**config.mk**
```make
export PLATFORM = sky130hd
export DESIGN_NAME = cd_clock_dist
export DESIGN_NICKNAME = d
export VERILOG_FILES = /design/src/common/cd_pkg.sv /design/src/common/cd_div_if.sv /design/src/cd_clock_dist.sv /design/src/cd_divider.sv
export SDC_FILE = /design/constraint.sdc
export NUM_CORES = 2
export LEC_CHECK = 0
export ABC_AREA = 1
export BUFFER_PORTS_ARGS = -buffer_cell sky130_fd_sc_hd__buf_2
export CORE_MARGIN = 5
export CORE_UTILIZATION = 60
export CTS_BUF_LIST = sky130_fd_sc_hd__clkbuf_8
export CTS_CLUSTER_SIZE = 8
export DETAILED_ROUTE_END_ITERATION = 8
export GPL_ROUTABILITY_DRIVEN = 0
export PLACE_DENSITY = 0.84
export RECOVER_POWER = 50
export SLEW_MARGIN = 5
export SYNTH_ARGS = -nofsm -noshare
export SYNTH_HDL_FRONTEND = slang
export SYNTH_SLANG_ARGS = --single-unit
```
**constraint.sdc**
```tcl
create_clock -name i_clock -period 41.2 [get_ports i_clock]
set_clock_uncertainty 0.05 [all_clocks]
set_input_delay 8.24 -clock i_clock [delete_from_list [all_inputs] [get_ports i_clock]]
set_output_delay 8.24 -clock i_clock [all_outputs]
set_load 0.05 [all_outputs]
```
**src/common/cd_pkg.sv**
```systemverilog
/*
 * Shared constants and types of the clock distribution block.
 * Assumes a single master clock domain with a 32-bit register port.
 */
`default_nettype none

package cd_pkg;

    localparam int CD_NSRC = 7;
    localparam int CD_NMUX = 8;
    localparam int CD_NDIG = 8;
    localparam int CD_NANA = 4;
    localparam int CD_DIVW = 16;
    localparam int CD_SELW = 3;
    localparam int CD_SKEWW = 2;
    localparam int CD_DLY = 2 ** CD_SKEWW;
    localparam int CD_AW = 8;
    localparam int CD_MEASW = 8;
    localparam int CD_IDX_LSB = 2;
    localparam int CD_CHAIN_IDX = 7;

    localparam logic [CD_AW-1:0] CD_OFF_MCLK = 8'h00;
    localparam logic [CD_AW-1:0] CD_OFF_BUS = 8'h04;
    localparam logic [CD_AW-1:0] CD_OFF_CPU = 8'h08;
    localparam logic [CD_AW-1:0] CD_OFF_USB = 8'h0c;
    localparam logic [CD_AW-1:0] CD_OFF_STAT = 8'h10;
    localparam logic [CD_AW-1:0] CD_OFF_DIG = 8'h20;
    localparam logic [CD_AW-1:0] CD_OFF_DIG_END = 8'h40;
    localparam logic [CD_AW-1:0] CD_OFF_ANA = 8'h40;
    localparam logic [CD_AW-1:0] CD_OFF_ANA_END = 8'h50;

    localparam int CD_SEL_LSB = 16;
    localparam int CD_SKEW_LSB = 20;
    localparam int CD_MCLK_AUTO_BIT = 0;
    localparam int CD_MCLK_SEL_LSB = 4;
    localparam int CD_USB_ACT_LSB = 4;

    localparam logic [31:0] CD_CFG_RST = 32'h0000_0002;
    localparam logic [31:0] CD_DIG_MASK = 32'h0007_ffff;
    localparam logic [31:0] CD_ANA_MASK = 32'h0037_ffff;
    localparam logic [31:0] CD_MCLK_RST = 32'h0000_0001;
    localparam logic [31:0] CD_MCLK_MASK = 32'h0000_0071;
    localparam logic [CD_DIVW-1:0] CD_DIV_MIN = 16'h0002;
    localparam logic [CD_DIVW-1:0] CD_DIV_ONE = 16'h0001;
    localparam logic [CD_MEASW-1:0] CD_MEAS_LAST = 8'hff;

    typedef enum logic [1:0] {
        CD_USB_DSI48,
        CD_USB_IMO_X2,
        CD_USB_DSI_X2,
        CD_USB_XTAL_X2
    } cd_usb_src_type;

endpackage : cd_pkg

`default_nettype wire

```
**src/common/cd_div_if.sv**
```systemverilog
/*
 * Configuration and output bundle of one clock divider.
 * Assumes the control side drives settings and source ticks.
 */
`timescale 1ns/1ns
`default_nettype none

interface cd_div_if;
    import cd_pkg::*;
    logic [CD_DIVW-1:0] div;
    logic [CD_SELW-1:0] sel;
    logic [CD_SKEWW-1:0] skew;
    logic [CD_NMUX-1:0] ticks;
    logic clk;
    logic rise;
    modport ctrl (output div, sel, skew, ticks, input clk, rise);
    modport div_end (input div, sel, skew, ticks, output clk, rise);
endinterface : cd_div_if

`default_nettype wire

```
**src/cd_clock_dist.sv**
```systemverilog
/*
 * Clock distribution: master clock choice, bus and CPU dividers, eight
 * digital and four analog dividers, USB clock selection.
 * Assumes source clocks are slower than half of i_clock and that the
 * register port master keeps the documented strobe discipline.
 */
// Notes on behaviour
// - Seven sources enter and the fastest one is chosen as master clock.
// - A 16-bit divider fed by the master clock makes the bus clock.
// - The CPU divider counts bus clock edges only.
// - Eight 16-bit digital dividers can each use any of the seven sources.
// - Four 16-bit analog dividers have programmable output skew.
// - Each digital and analog divider picks its input through its own eight-way mux.
// - Ratios are two or more, with an output close to half duty.
// - Outputs are resynchronised to the master clock and free of runts.
// - A digital output can leave and return as a source for chaining.
// - USB uses 48 MHz direct or a doubled 24 MHz source.
// - USB control is updated in step with the bus clock.
`timescale 1ns/1ns
`default_nettype none

module cd_clock_dist
    import cd_pkg::*;
(
    // Clock and reset
    input wire logic i_clock,
    input wire logic i_rst,
    // Clock sources and interconnect return
    input wire logic [CD_NSRC-1:0] i_src,
    input wire logic i_chain,
    // Register port
    input wire logic [CD_AW-1:0] i_addr,
    input wire logic [31:0] i_wdata,
    input wire logic i_wr,
    input wire logic i_rd,
    output logic [31:0] o_rdata,
    // Clock outputs
    output logic [CD_SELW-1:0] o_mclk_sel,
    output logic o_bus_clk,
    output logic o_cpu_clk,
    output logic [CD_NDIG-1:0] o_dclk,
    output logic [CD_NANA-1:0] o_aclk,
    // USB clock control
    output logic [1:0] o_usb_sel,
    output logic o_usb_dbl_en
);

    ////////////////////////////////////////////////////////////////////////
    // Source synchronisers and tick extraction.

    logic [CD_NMUX-1:0] src_meta_r;
    logic [CD_NMUX-1:0] src_sync_r;
    logic [CD_NMUX-1:0] src_prev_r;
    wire logic [CD_NMUX-1:0] src_tick_w;

    always_ff @(posedge i_clock or posedge i_rst) begin
        if (i_rst) begin
            src_meta_r <= '0;
            src_sync_r <= '0;
            src_prev_r <= '0;
        end else begin
            src_meta_r <= {i_chain, i_src};
            src_sync_r <= src_meta_r;
            src_prev_r <= src_sync_r;
        end
    end

    assign src_tick_w = src_sync_r & ~src_prev_r;

    ////////////////////////////////////////////////////////////////////////
    // Register decode.

    logic [31:0] mclk_cfg_r;
    logic [31:0] bus_cfg_r;
    logic [31:0] cpu_cfg_r;
    logic [31:0] dig_cfg_r [CD_NDIG];
    logic [31:0] ana_cfg_r [CD_NANA];
    logic [1:0] usb_pend_r;
    logic [1:0] usb_sel_r;
    logic usb_dbl_r;
    logic [31:0] rdata_r;
    wire logic hit_mclk;
    wire logic hit_bus;
    wire logic hit_cpu;
    wire logic hit_usb;
    wire logic hit_stat;
    wire logic hit_dig;
    wire logic hit_ana;
    wire logic hit_any;
    wire logic [CD_SELW-1:0] dig_idx;
    wire logic [CD_SKEWW-1:0] ana_idx;
    wire logic [31:0] stat_w;
    wire logic [31:0] usb_w;
    wire logic [31:0] rd_val;
    wire logic bus_rise;

    assign hit_mclk = (i_addr == CD_OFF_MCLK);
    assign hit_bus = (i_addr == CD_OFF_BUS);
    assign hit_cpu = (i_addr == CD_OFF_CPU);
    assign hit_usb = (i_addr == CD_OFF_USB);
    assign hit_stat = (i_addr == CD_OFF_STAT);
    assign hit_dig = (i_addr >= CD_OFF_DIG) && (i_addr < CD_OFF_DIG_END);
    assign hit_ana = (i_addr >= CD_OFF_ANA) && (i_addr < CD_OFF_ANA_END);
    assign hit_any = hit_mclk || hit_bus || hit_cpu || hit_usb
                     || hit_stat || hit_dig || hit_ana;
    assign dig_idx = i_addr[CD_IDX_LSB +: CD_SELW];
    assign ana_idx = i_addr[CD_IDX_LSB +: CD_SKEWW];

    assign stat_w = {{(32-CD_NANA-CD_NDIG-2){1'b0}},
                     o_aclk, o_dclk, o_cpu_clk, o_bus_clk};
    assign usb_w = {{(32-CD_USB_ACT_LSB-2){1'b0}}, usb_sel_r,
                    {(CD_USB_ACT_LSB-2){1'b0}}, usb_pend_r};

    assign rd_val = hit_mclk ? mclk_cfg_r :
                    hit_bus ? bus_cfg_r :
                    hit_cpu ? cpu_cfg_r :
                    hit_usb ? usb_w :
                    hit_stat ? stat_w :
                    hit_dig ? dig_cfg_r[dig_idx] :
                    hit_ana ? ana_cfg_r[ana_idx] : '0;

    // Read data stand for exactly one cycle; unmapped reads give zero.
    always_ff @(posedge i_clock or posedge i_rst) begin
        if (i_rst) begin
            rdata_r <= '0;
        end else begin
            rdata_r <= i_rd ? rd_val : '0;
        end
    end

    always_ff @(posedge i_clock or posedge i_rst) begin
        if (i_rst) begin
            mclk_cfg_r <= CD_MCLK_RST;
            bus_cfg_r <= CD_CFG_RST;
            cpu_cfg_r <= CD_CFG_RST;
            usb_pend_r <= CD_USB_DSI48;
        end else if (i_wr) begin
            if (hit_mclk) begin
                mclk_cfg_r <= i_wdata & CD_MCLK_MASK;
            end
            if (hit_bus) begin
                bus_cfg_r <= {16'h0000, i_wdata[CD_DIVW-1:0]};
            end
            if (hit_cpu) begin
                cpu_cfg_r <= {16'h0000, i_wdata[CD_DIVW-1:0]};
            end
            if (hit_usb) begin
                usb_pend_r <= i_wdata[1:0];
            end
        end
    end

    always_ff @(posedge i_clock or posedge i_rst) begin
        if (i_rst) begin
            for (int i = 0; i < CD_NDIG; i++) begin
                dig_cfg_r[i] <= CD_CFG_RST;
            end
            for (int i = 0; i < CD_NANA; i++) begin
                ana_cfg_r[i] <= CD_CFG_RST;
            end
        end else if (i_wr) begin
            for (int i = 0; i < CD_NDIG; i++) begin
                if (hit_dig && dig_idx == CD_SELW'(i)) begin
                    dig_cfg_r[i] <= i_wdata & CD_DIG_MASK;
                end
            end
            for (int i = 0; i < CD_NANA; i++) begin
                if (hit_ana && ana_idx == CD_SKEWW'(i)) begin
                    ana_cfg_r[i] <= i_wdata & CD_ANA_MASK;
                end
            end
        end
    end

    ////////////////////////////////////////////////////////////////////////
    // Master clock choice by counting source edges over a window.

    logic [CD_MEASW-1:0] win_r;
    logic [CD_MEASW-1:0] meas_r [CD_NSRC];
    logic [CD_SELW-1:0] mclk_sel_r;
    logic [CD_SELW-1:0] best_w;
    logic [CD_MEASW-1:0] best_cnt_w;
    wire logic win_end;

    assign win_end = (win_r == CD_MEAS_LAST);

    always_comb begin
        best_w = '0;
        best_cnt_w = meas_r[0];
        for (int k = 1; k < CD_NSRC; k++) begin
            if (meas_r[k] > best_cnt_w) begin
                best_cnt_w = meas_r[k];
                best_w = CD_SELW'(k);
            end
        end
    end

    // Counters saturate, so two very fast sources tie to the lower index.
    always_ff @(posedge i_clock or posedge i_rst) begin
        if (i_rst) begin
            win_r <= '0;
            for (int k = 0; k < CD_NSRC; k++) begin
                meas_r[k] <= '0;
            end
        end else begin
            win_r <= win_r + 1'b1;
            for (int k = 0; k < CD_NSRC; k++) begin
                if (win_end) begin
                    meas_r[k] <= '0;
                end else if (src_tick_w[k] && meas_r[k] != CD_MEAS_LAST) begin
                    meas_r[k] <= meas_r[k] + 1'b1;
                end
            end
        end
    end

    always_ff @(posedge i_clock or posedge i_rst) begin
        if (i_rst) begin
            mclk_sel_r <= '0;
        end else if (!mclk_cfg_r[CD_MCLK_AUTO_BIT]) begin
            mclk_sel_r <= mclk_cfg_r[CD_MCLK_SEL_LSB +: CD_SELW];
        end else if (win_end) begin
            mclk_sel_r <= best_w;
        end
    end

    ////////////////////////////////////////////////////////////////////////
    // Divider instances.

    cd_div_if bus_if();
    cd_div_if cpu_if();
    wire logic [CD_NDIG-1:0] dclk_w;
    wire logic [CD_NANA-1:0] aclk_w;

    assign bus_if.div = bus_cfg_r[CD_DIVW-1:0];
    assign bus_if.sel = '0;
    assign bus_if.skew = '0;
    assign bus_if.ticks = '1;
    assign bus_rise = bus_if.rise;

    cd_divider #(.SKEW_EN(1'b0)) u_bus (
        .i_clock(i_clock),
        .i_rst(i_rst),
        .port(bus_if.div_end)
    );

    assign cpu_if.div = cpu_cfg_r[CD_DIVW-1:0];
    assign cpu_if.sel = '0;
    assign cpu_if.skew = '0;
    assign cpu_if.ticks = {CD_NMUX{bus_rise}};

    cd_divider #(.SKEW_EN(1'b0)) u_cpu (
        .i_clock(i_clock),
        .i_rst(i_rst),
        .port(cpu_if.div_end)
    );

    for (genvar gi = 0; gi < CD_NDIG; gi++) begin : g_dig
        cd_div_if u_if();
        assign u_if.div = dig_cfg_r[gi][CD_DIVW-1:0];
        assign u_if.sel = dig_cfg_r[gi][CD_SEL_LSB +: CD_SELW];
        assign u_if.skew = '0;
        assign u_if.ticks = src_tick_w;
        cd_divider #(.SKEW_EN(1'b0)) u_div (
            .i_clock(i_clock),
            .i_rst(i_rst),
            .port(u_if.div_end)
        );
        assign dclk_w[gi] = u_if.clk;
    end

    for (genvar gi = 0; gi < CD_NANA; gi++) begin : g_ana
        cd_div_if u_if();
        assign u_if.div = ana_cfg_r[gi][CD_DIVW-1:0];
        assign u_if.sel = ana_cfg_r[gi][CD_SEL_LSB +: CD_SELW];
        assign u_if.skew = ana_cfg_r[gi][CD_SKEW_LSB +: CD_SKEWW];
        assign u_if.ticks = src_tick_w;
        cd_divider #(.SKEW_EN(1'b1)) u_div (
            .i_clock(i_clock),
            .i_rst(i_rst),
            .port(u_if.div_end)
        );
        assign aclk_w[gi] = u_if.clk;
    end

    ////////////////////////////////////////////////////////////////////////
    // USB clock selection, applied on bus clock edges only.

    always_ff @(posedge i_clock or posedge i_rst) begin
        if (i_rst) begin
            usb_sel_r <= CD_USB_DSI48;
            usb_dbl_r <= 1'b0;
        end else if (bus_rise) begin
            usb_sel_r <= usb_pend_r;
            usb_dbl_r <= (usb_pend_r != CD_USB_DSI48);
        end
    end

    assign o_rdata = rdata_r;
    assign o_mclk_sel = mclk_sel_r;
    assign o_bus_clk = bus_if.clk;
    assign o_cpu_clk = cpu_if.clk;
    assign o_dclk = dclk_w;
    assign o_aclk = aclk_w;
    assign o_usb_sel = usb_sel_r;
    assign o_usb_dbl_en = usb_dbl_r;
endmodule : cd_clock_dist

`default_nettype wire

```
**src/cd_divider.sv**
```systemverilog
/*
 * One 16-bit clock divider: source mux, counter, skew taps and
 * master clock resynchronisation. Assumes ticks are one-cycle pulses.
 */
`timescale 1ns/1ns
`default_nettype none

module cd_divider
    import cd_pkg::*;
#(
    parameter bit SKEW_EN = 1'b0
) (
    // Clock and reset
    input wire logic i_clock,
    input wire logic i_rst,
    // Divider bundle
    cd_div_if.div_end port
);

    logic [CD_DIVW-1:0] div_r;
    logic [CD_DIVW-1:0] cnt_r;
    logic [CD_SELW-1:0] sel_r;
    logic [CD_SKEWW-1:0] skew_r;
    logic [CD_DLY-2:0] dly_r;
    logic out_r;
    logic clk_r;
    logic rise_r;
    wire logic src_tick;
    wire logic last;
    wire logic wrap;
    wire logic [CD_DIVW-1:0] div_req;
    wire logic [CD_DIVW-1:0] div_nxt;
    wire logic [CD_DIVW-1:0] cnt_nxt;
    wire logic [CD_DIVW-1:0] hi_nxt;
    wire logic out_nxt;
    wire logic [CD_DLY-1:0] taps;
    wire logic tap;

    assign src_tick = port.ticks[sel_r];
    assign last = (cnt_r == div_r - CD_DIV_ONE);
    assign wrap = src_tick && last;
    // Ratios below two would give no low phase, so they are raised.
    assign div_req = (port.div < CD_DIV_MIN) ? CD_DIV_MIN : port.div;
    assign div_nxt = wrap ? div_req : div_r;
    assign cnt_nxt = !src_tick ? cnt_r : (last ? '0 : cnt_r + CD_DIV_ONE);
    assign hi_nxt = div_nxt - (div_nxt >> 1);
    assign out_nxt = src_tick ? (cnt_nxt < hi_nxt) : out_r;
    assign taps = {dly_r, out_r};
    assign tap = taps[skew_r];
    assign port.clk = clk_r;
    assign port.rise = rise_r;

    always_ff @(posedge i_clock or posedge i_rst) begin
        if (i_rst) begin
            div_r <= CD_DIV_MIN;
            cnt_r <= CD_DIV_MIN - CD_DIV_ONE;
            sel_r <= '0;
            skew_r <= '0;
            out_r <= 1'b0;
        end else begin
            div_r <= div_nxt;
            cnt_r <= cnt_nxt;
            out_r <= out_nxt;
            if (wrap) begin
                sel_r <= port.sel;
                skew_r <= SKEW_EN ? port.skew : '0;
            end
        end
    end

    // Outputs move only on a master clock edge, so no runt reaches the tree.
    always_ff @(posedge i_clock or posedge i_rst) begin
        if (i_rst) begin
            dly_r <= '0;
            clk_r <= 1'b0;
            rise_r <= 1'b0;
        end else begin
            dly_r <= {dly_r[CD_DLY-3:0], out_r};
            clk_r <= tap;
            rise_r <= tap && !clk_r;
        end
    end
endmodule : cd_divider

`default_nettype wire

```
# After elaboration in Yosys (flattened, before gate mapping)
# Cells that the tools add are included.
# classes
n_addsub	50
n_eq_ne	37
reduce_logical	63
magnitude_cmp	56
n_mux	128
bitwise	4
# op_table
operator	count
$mux W16	55
$mux W32	12
$add A16 B1 Y16 const B	14
$eq A16 B16 Y1	14
$lt A16 B16 Y1	14
$lt A16 B2 Y1 const B	14
$sub A16 B1 Y16 const B	14
$sub A16 B15 Y16	14
$mux W8	19
$bmux W32 S3	1
$add A8 B1 Y8 const B	8
$bmux W32 S2	1
$ne A8 B8 Y1 const B	7
$gt A8 B8 Y1	6
$lt A3 B4 Y1 const B	12
$bmux W1 S3	12
$logic_and A1 B1 Y1	35
$reduce_and A2 Y1	16
$mux W3	7
$mux W1	17
$eq A8 B4 Y1 const B	2
$lt A8 B7 Y1 const B	2
$reduce_bool A2 Y1	8
$eq A3 B3 Y1 const B	4
other kinds (22)	30
# word_totals
inputBits	52
elab_cells	446
out_inout_bits	52
regBits	933

# Logic depth before layout (Yosys ltp)
# depth
ltp_word	14
depth_mapped	68
ltp_nobuf	64

# Modules after synthesis
# Synthesis repeated with hierarchy kept, for this count alone.
# unflattened
hier_cells	10417
area_unflattened_um2	72389.4
# modules_own_cells
module	area_per_inst_um2	cells_per_inst	instances	seq_area_each_um2
cd_divider (g_dig[0].u_div ...)	3778.6	589	7	953.4
cd_clock_dist	18141.1	2076	1	9753.1
cd_divider (g_dig[7].u_div ...)	3862.5	598	3	953.4
cd_divider (g_ana[0].u_div ...)	4003.8	588	2	1078.5
cd_divider (g_ana[2].u_div)	4108.9	623	1	1078.5
cd_divider (g_ana[1].u_div)	4093.9	625	1	1078.5

# Worst setup path after synthesis
# Ideal clock, no wire load.
# synth_timing
path_kind	input to register
startpoint	input i_addr[6]
endpoint	register dig_cfg_r[32] (netlist bit)
stages	8
required_ps	41017
n_path_buf	2
path_slack_ps	31326
arrival_ps	9691
setup_time_ps	133
cell_sequence	nor2_1 -> nand2_1 -> nor2_1 -> inv_1 -> nor3_1 -> clkbuf_1 -> clkbuf_1 -> o21ai_0
# synth_between
elab_chain_len	4
word_cells_on_any_way	5
cone_classes	order compare (2); reduce/logical (3)
# synth_lines
item	line	rtl
start: declaration	cd_clock_dist.sv:32	input wire logic [CD_AW-1:0] i_addr,
$ge A8 B6 Y1 / $lt A8 B7 Y1 (equally long branches)	cd_clock_dist.sv:102	assign hit_dig = (i_addr >= CD_OFF_DIG) && (i_addr < CD_OFF_DIG_END);
$logic_and A1 B1 Y1 (*)	cd_clock_dist.sv:102	
$logic_and A1 B1 Y1 (*)	cd_clock_dist.sv:163	if (hit_dig && dig_idx == CD_SELW'(i)) begin
$reduce_and A2 Y1 (no source line) (*)	n/a	
end signal: indexed assignment	cd_clock_dist.sv:164	dig_cfg_r[i] <= i_wdata & CD_DIG_MASK;
end: declaration	cd_clock_dist.sv:76	logic [31:0] dig_cfg_r [CD_NDIG];
# Every way passes the cells marked *; elsewhere a longest branch is shown, timed or not.
# A chain may end at the register's enable or synchronous reset.

==> metrics.txt <==
number of max-cap violations=8; maximum number of pins on one net before global-route repair=184; number of buffers added by the clock tree synthesis step=159; port buffer count=81; chip width=331.3 µm; RSZ-0062 raised after global routing=no; type of destination of the critical path=async pin; min Tclk post-route=20,830 ps; result of the run=finished, violations left; xor/xnor cell area share of the yosys netlist=9.134%; wire per inst=18.04 µm; fillers=8,208; number of warnings printed during yosys synthesis=0; post-synthesis instance area=61,950 µm²; number of vias after detailed routing=55,480; final worst-path cycle share=50.56%; Simple-Gate Fraction of Synth Area=19.64%; Initial Util=60.62%; Die H=331.3 µm; root cell of the clock tree=clkbuf_8; hold crit path type=flop to flop; crit path launch type=input port; cell-by-cell listing of the critical path=clkbuf_1 -> clkinvlp_2 -> clkbuf_1 -> buf_4 -> buf_4 -> buf_4; number of sinks handled by clock tree synthesis=922; clock tree from TritonCTS=done; initial antenna violation count=18; largest fanout on the critical path=183; count of antenna-violating nets left after detailed routing=0; portion of the post-synthesis area used by sequential elements=37.33%; H-tree levels=4; static leakage=33.29 nW; drt first pass iters=9; final WL=171,000 µm; achievable clock frequency=0.04800 GHz; post-synth cell types=61; global-route wire length before repair=271,800 µm; aggregate global-route resource usage=30.08%; max-slew headroom at the worst pin=-528.5%; Vias per Instance=5.854; Core Box Area=102,200 µm²; cell occurring most often along the worst timing path=buf_4; Storage cell area=23,130 µm²; placement row count=117; cell type with the largest total area after synthesis=dfrtp_1; P&R area growth vs syn=7.944%; cell with the largest stage delay on the worst path=clkbuf_1; layout cells sized above 1=5.746%; final count of hold timing violations=0; power per cell area=48.94 nW/µm²; worst slew pin tran=9428 ps; dominant combinational cell family by area after synthesis=simple AND/OR/NAND/NOR gates; Detailed Place HPWL=127,800 µm; commonest non-fill, non-tap cell in the layout=nand2_1; hold buffer count at cts=0; count of routing violations after the opening detailed-route iteration=5,854; placed standard-cell area=63,550 µm²; total die area=109,800 µm²; mean instance size in the synthesized netlist=7.866 µm²; number of global-route vias before repair=53,950; buffers inserted by post-CTS timing repair=0; Slew Limit Fails=681; fraction of synthesized area in multiplexers=0%; Clk Latency, worst-skew pair=880 ps; post-layout util=65.44%; area used by multi-input combinational logic=33,440 µm²; commonest register cell after synthesis=dfrtp_1; net total in the final layout=8,525; post-CTS resize count=0; Worst-path clk slew=60 ps; required time of the worst setup path=42,030 ps; DRC violation count after routing=0; summed area of non-filler cells in the final layout=66,870 µm²; adder-cell share of the synthesized area=10.57%; Finish-stage setup viols=0; EDFF count, synth=0; crit path kind=input port to async pin; violations in the final reports=max-capacitance violations, max-slew violations; total congestion overflow=0; most frequent cells in the layout=1,357 x nand2_1, 1,273 x inv_1, 879 x dfrtp_1; number of instances in the synthesized netlist=7,875; proportion of register bits with asynchronous set or reset after synthesis=100.0%; most area-consuming cells after synthesis=dfrtp_1 36%, ha_1 10%, nand2_1 8.2%; Worst EP arrival=21,660 ps; fraction of the mapped netlist area in compound gates=14.55%; biggest cell delay along the critical path=6760 ps; number of flip-flops and latches in the synthesized netlist=922; peak supply drop=0.1045 mV; Post-Route Setup TNS=0 ps; I/O Pins=104; proportion of netlist area held by the largest area contributor=35.51%; maximum clock path buffer count=3
## flip-flops by register name, summed over array words and instances (netlist names), 21 cells and up
signal             cells
dig_cfg_r            152
meas_r                56
ana_cfg_r             84
g_ana.u_div.cnt_r     64
g_dig.u_div.sel_r     24
g_ana.u_div.div_r     64
g_dig.u_div.div_r    128
g_dig.u_div.cnt_r    128
o_rdata               21
## where the power goes
part,internal (mW),total (mW),switching [mW]
clock network,0.474,0.887,0.413
logic,0.441,1.26,0.815
registers,1.01,1.13,0.122
## stage by stage
stage	hold slack [ps]	power [mW]	instances	setup WS, ps
2_1_floorplan	281.2	2.077	7885	7057
3_3_place_gp	283.1	2.310	9165	28820
3_5_place_dp	285.5	2.375	9165	28740
4_1_cts	299.5	3.266	9461	29630
5_1_grt	307.6	3.523	9462	17610
6_report	296.6	3.272	9476	20370
## synthesized netlist by cell type, types with 91 or more instances
cell type     n
xor2_1      491
a21oi_1     436
ha_1        501
dfrtp_1     879
o21bai_1    106
nor2_1      526
clkbuf_1    156
nand3_1     263
nor4_1       96
nand4_1     116
inv_1      1203
o22ai_1      91
nor3_1      204
xnor2_1     155
nand2_1    1355
o21ai_0     727
## layer usage
layer	GRT usage, %	wire length, µm	vias up
met1	38.14	67180	25980
met4	15.44	9758	16
met3	8.361	17890	676
met2	47.41	76020	2564
met5	0	137	-
li1	-	-	26240
## final timing paths
check / to / start / slack [ps] / cells past startpoint
min in group asynchronous: g_dig[4].u_div.cnt_r[1]$_DFF_PP0_ / i_rst / 9200 / 2
min: src_sync_r[2]$_DFF_PP0_ / src_meta_r[2]$_DFF_PP0_ / 300 / 0
max in group i_clock: cpu_cfg_r[3]$_DFFE_PP0P_ / i_addr[3] / 29920 / 9
max reg2reg: o_mclk_sel[2]$_DFFE_PP0P_ / meas_r[54]$_DFFE_PP0P_ / 32320 / 50
min reg2reg: src_sync_r[2]$_DFF_PP0_ / src_meta_r[2]$_DFF_PP0_ / 300 / 0
max: g_dig[3].u_div.div_r[5]$_DFF_PP0_ / i_rst / 20370 / 6
## final cells by class
class	count	share of cell area [%]
Tap cell	1368	2.560
Inverter	1217	6.834
Clock buffer	188	3.870
Sequential cell	922	34.59
Multi-Input combinational cell	5545	50.01
Clock inverter	108	1.214
Timing Repair Buffer	113	0.8720
Antenna cell	15	0.05614
## cell families (layout without fill, tap and decap cells)
logic type | Yosys count | count (layout)
and+or+nand+nor | 2766 | 2766
xor gates and xnor gates | 646 | 646
other | 1 | 26
adders and majority gates | 515 | 515
DFF | 922 | 922
buffers and inverters | 1418 | 1626
AOI/OAI and AO/OA | 1607 | 1607
## worst max-delay path, delay by kind of cell
family | cells | cell delay [ps]
buffers and inverters | 6 | 13020
(Power assumes the default switching activity.)
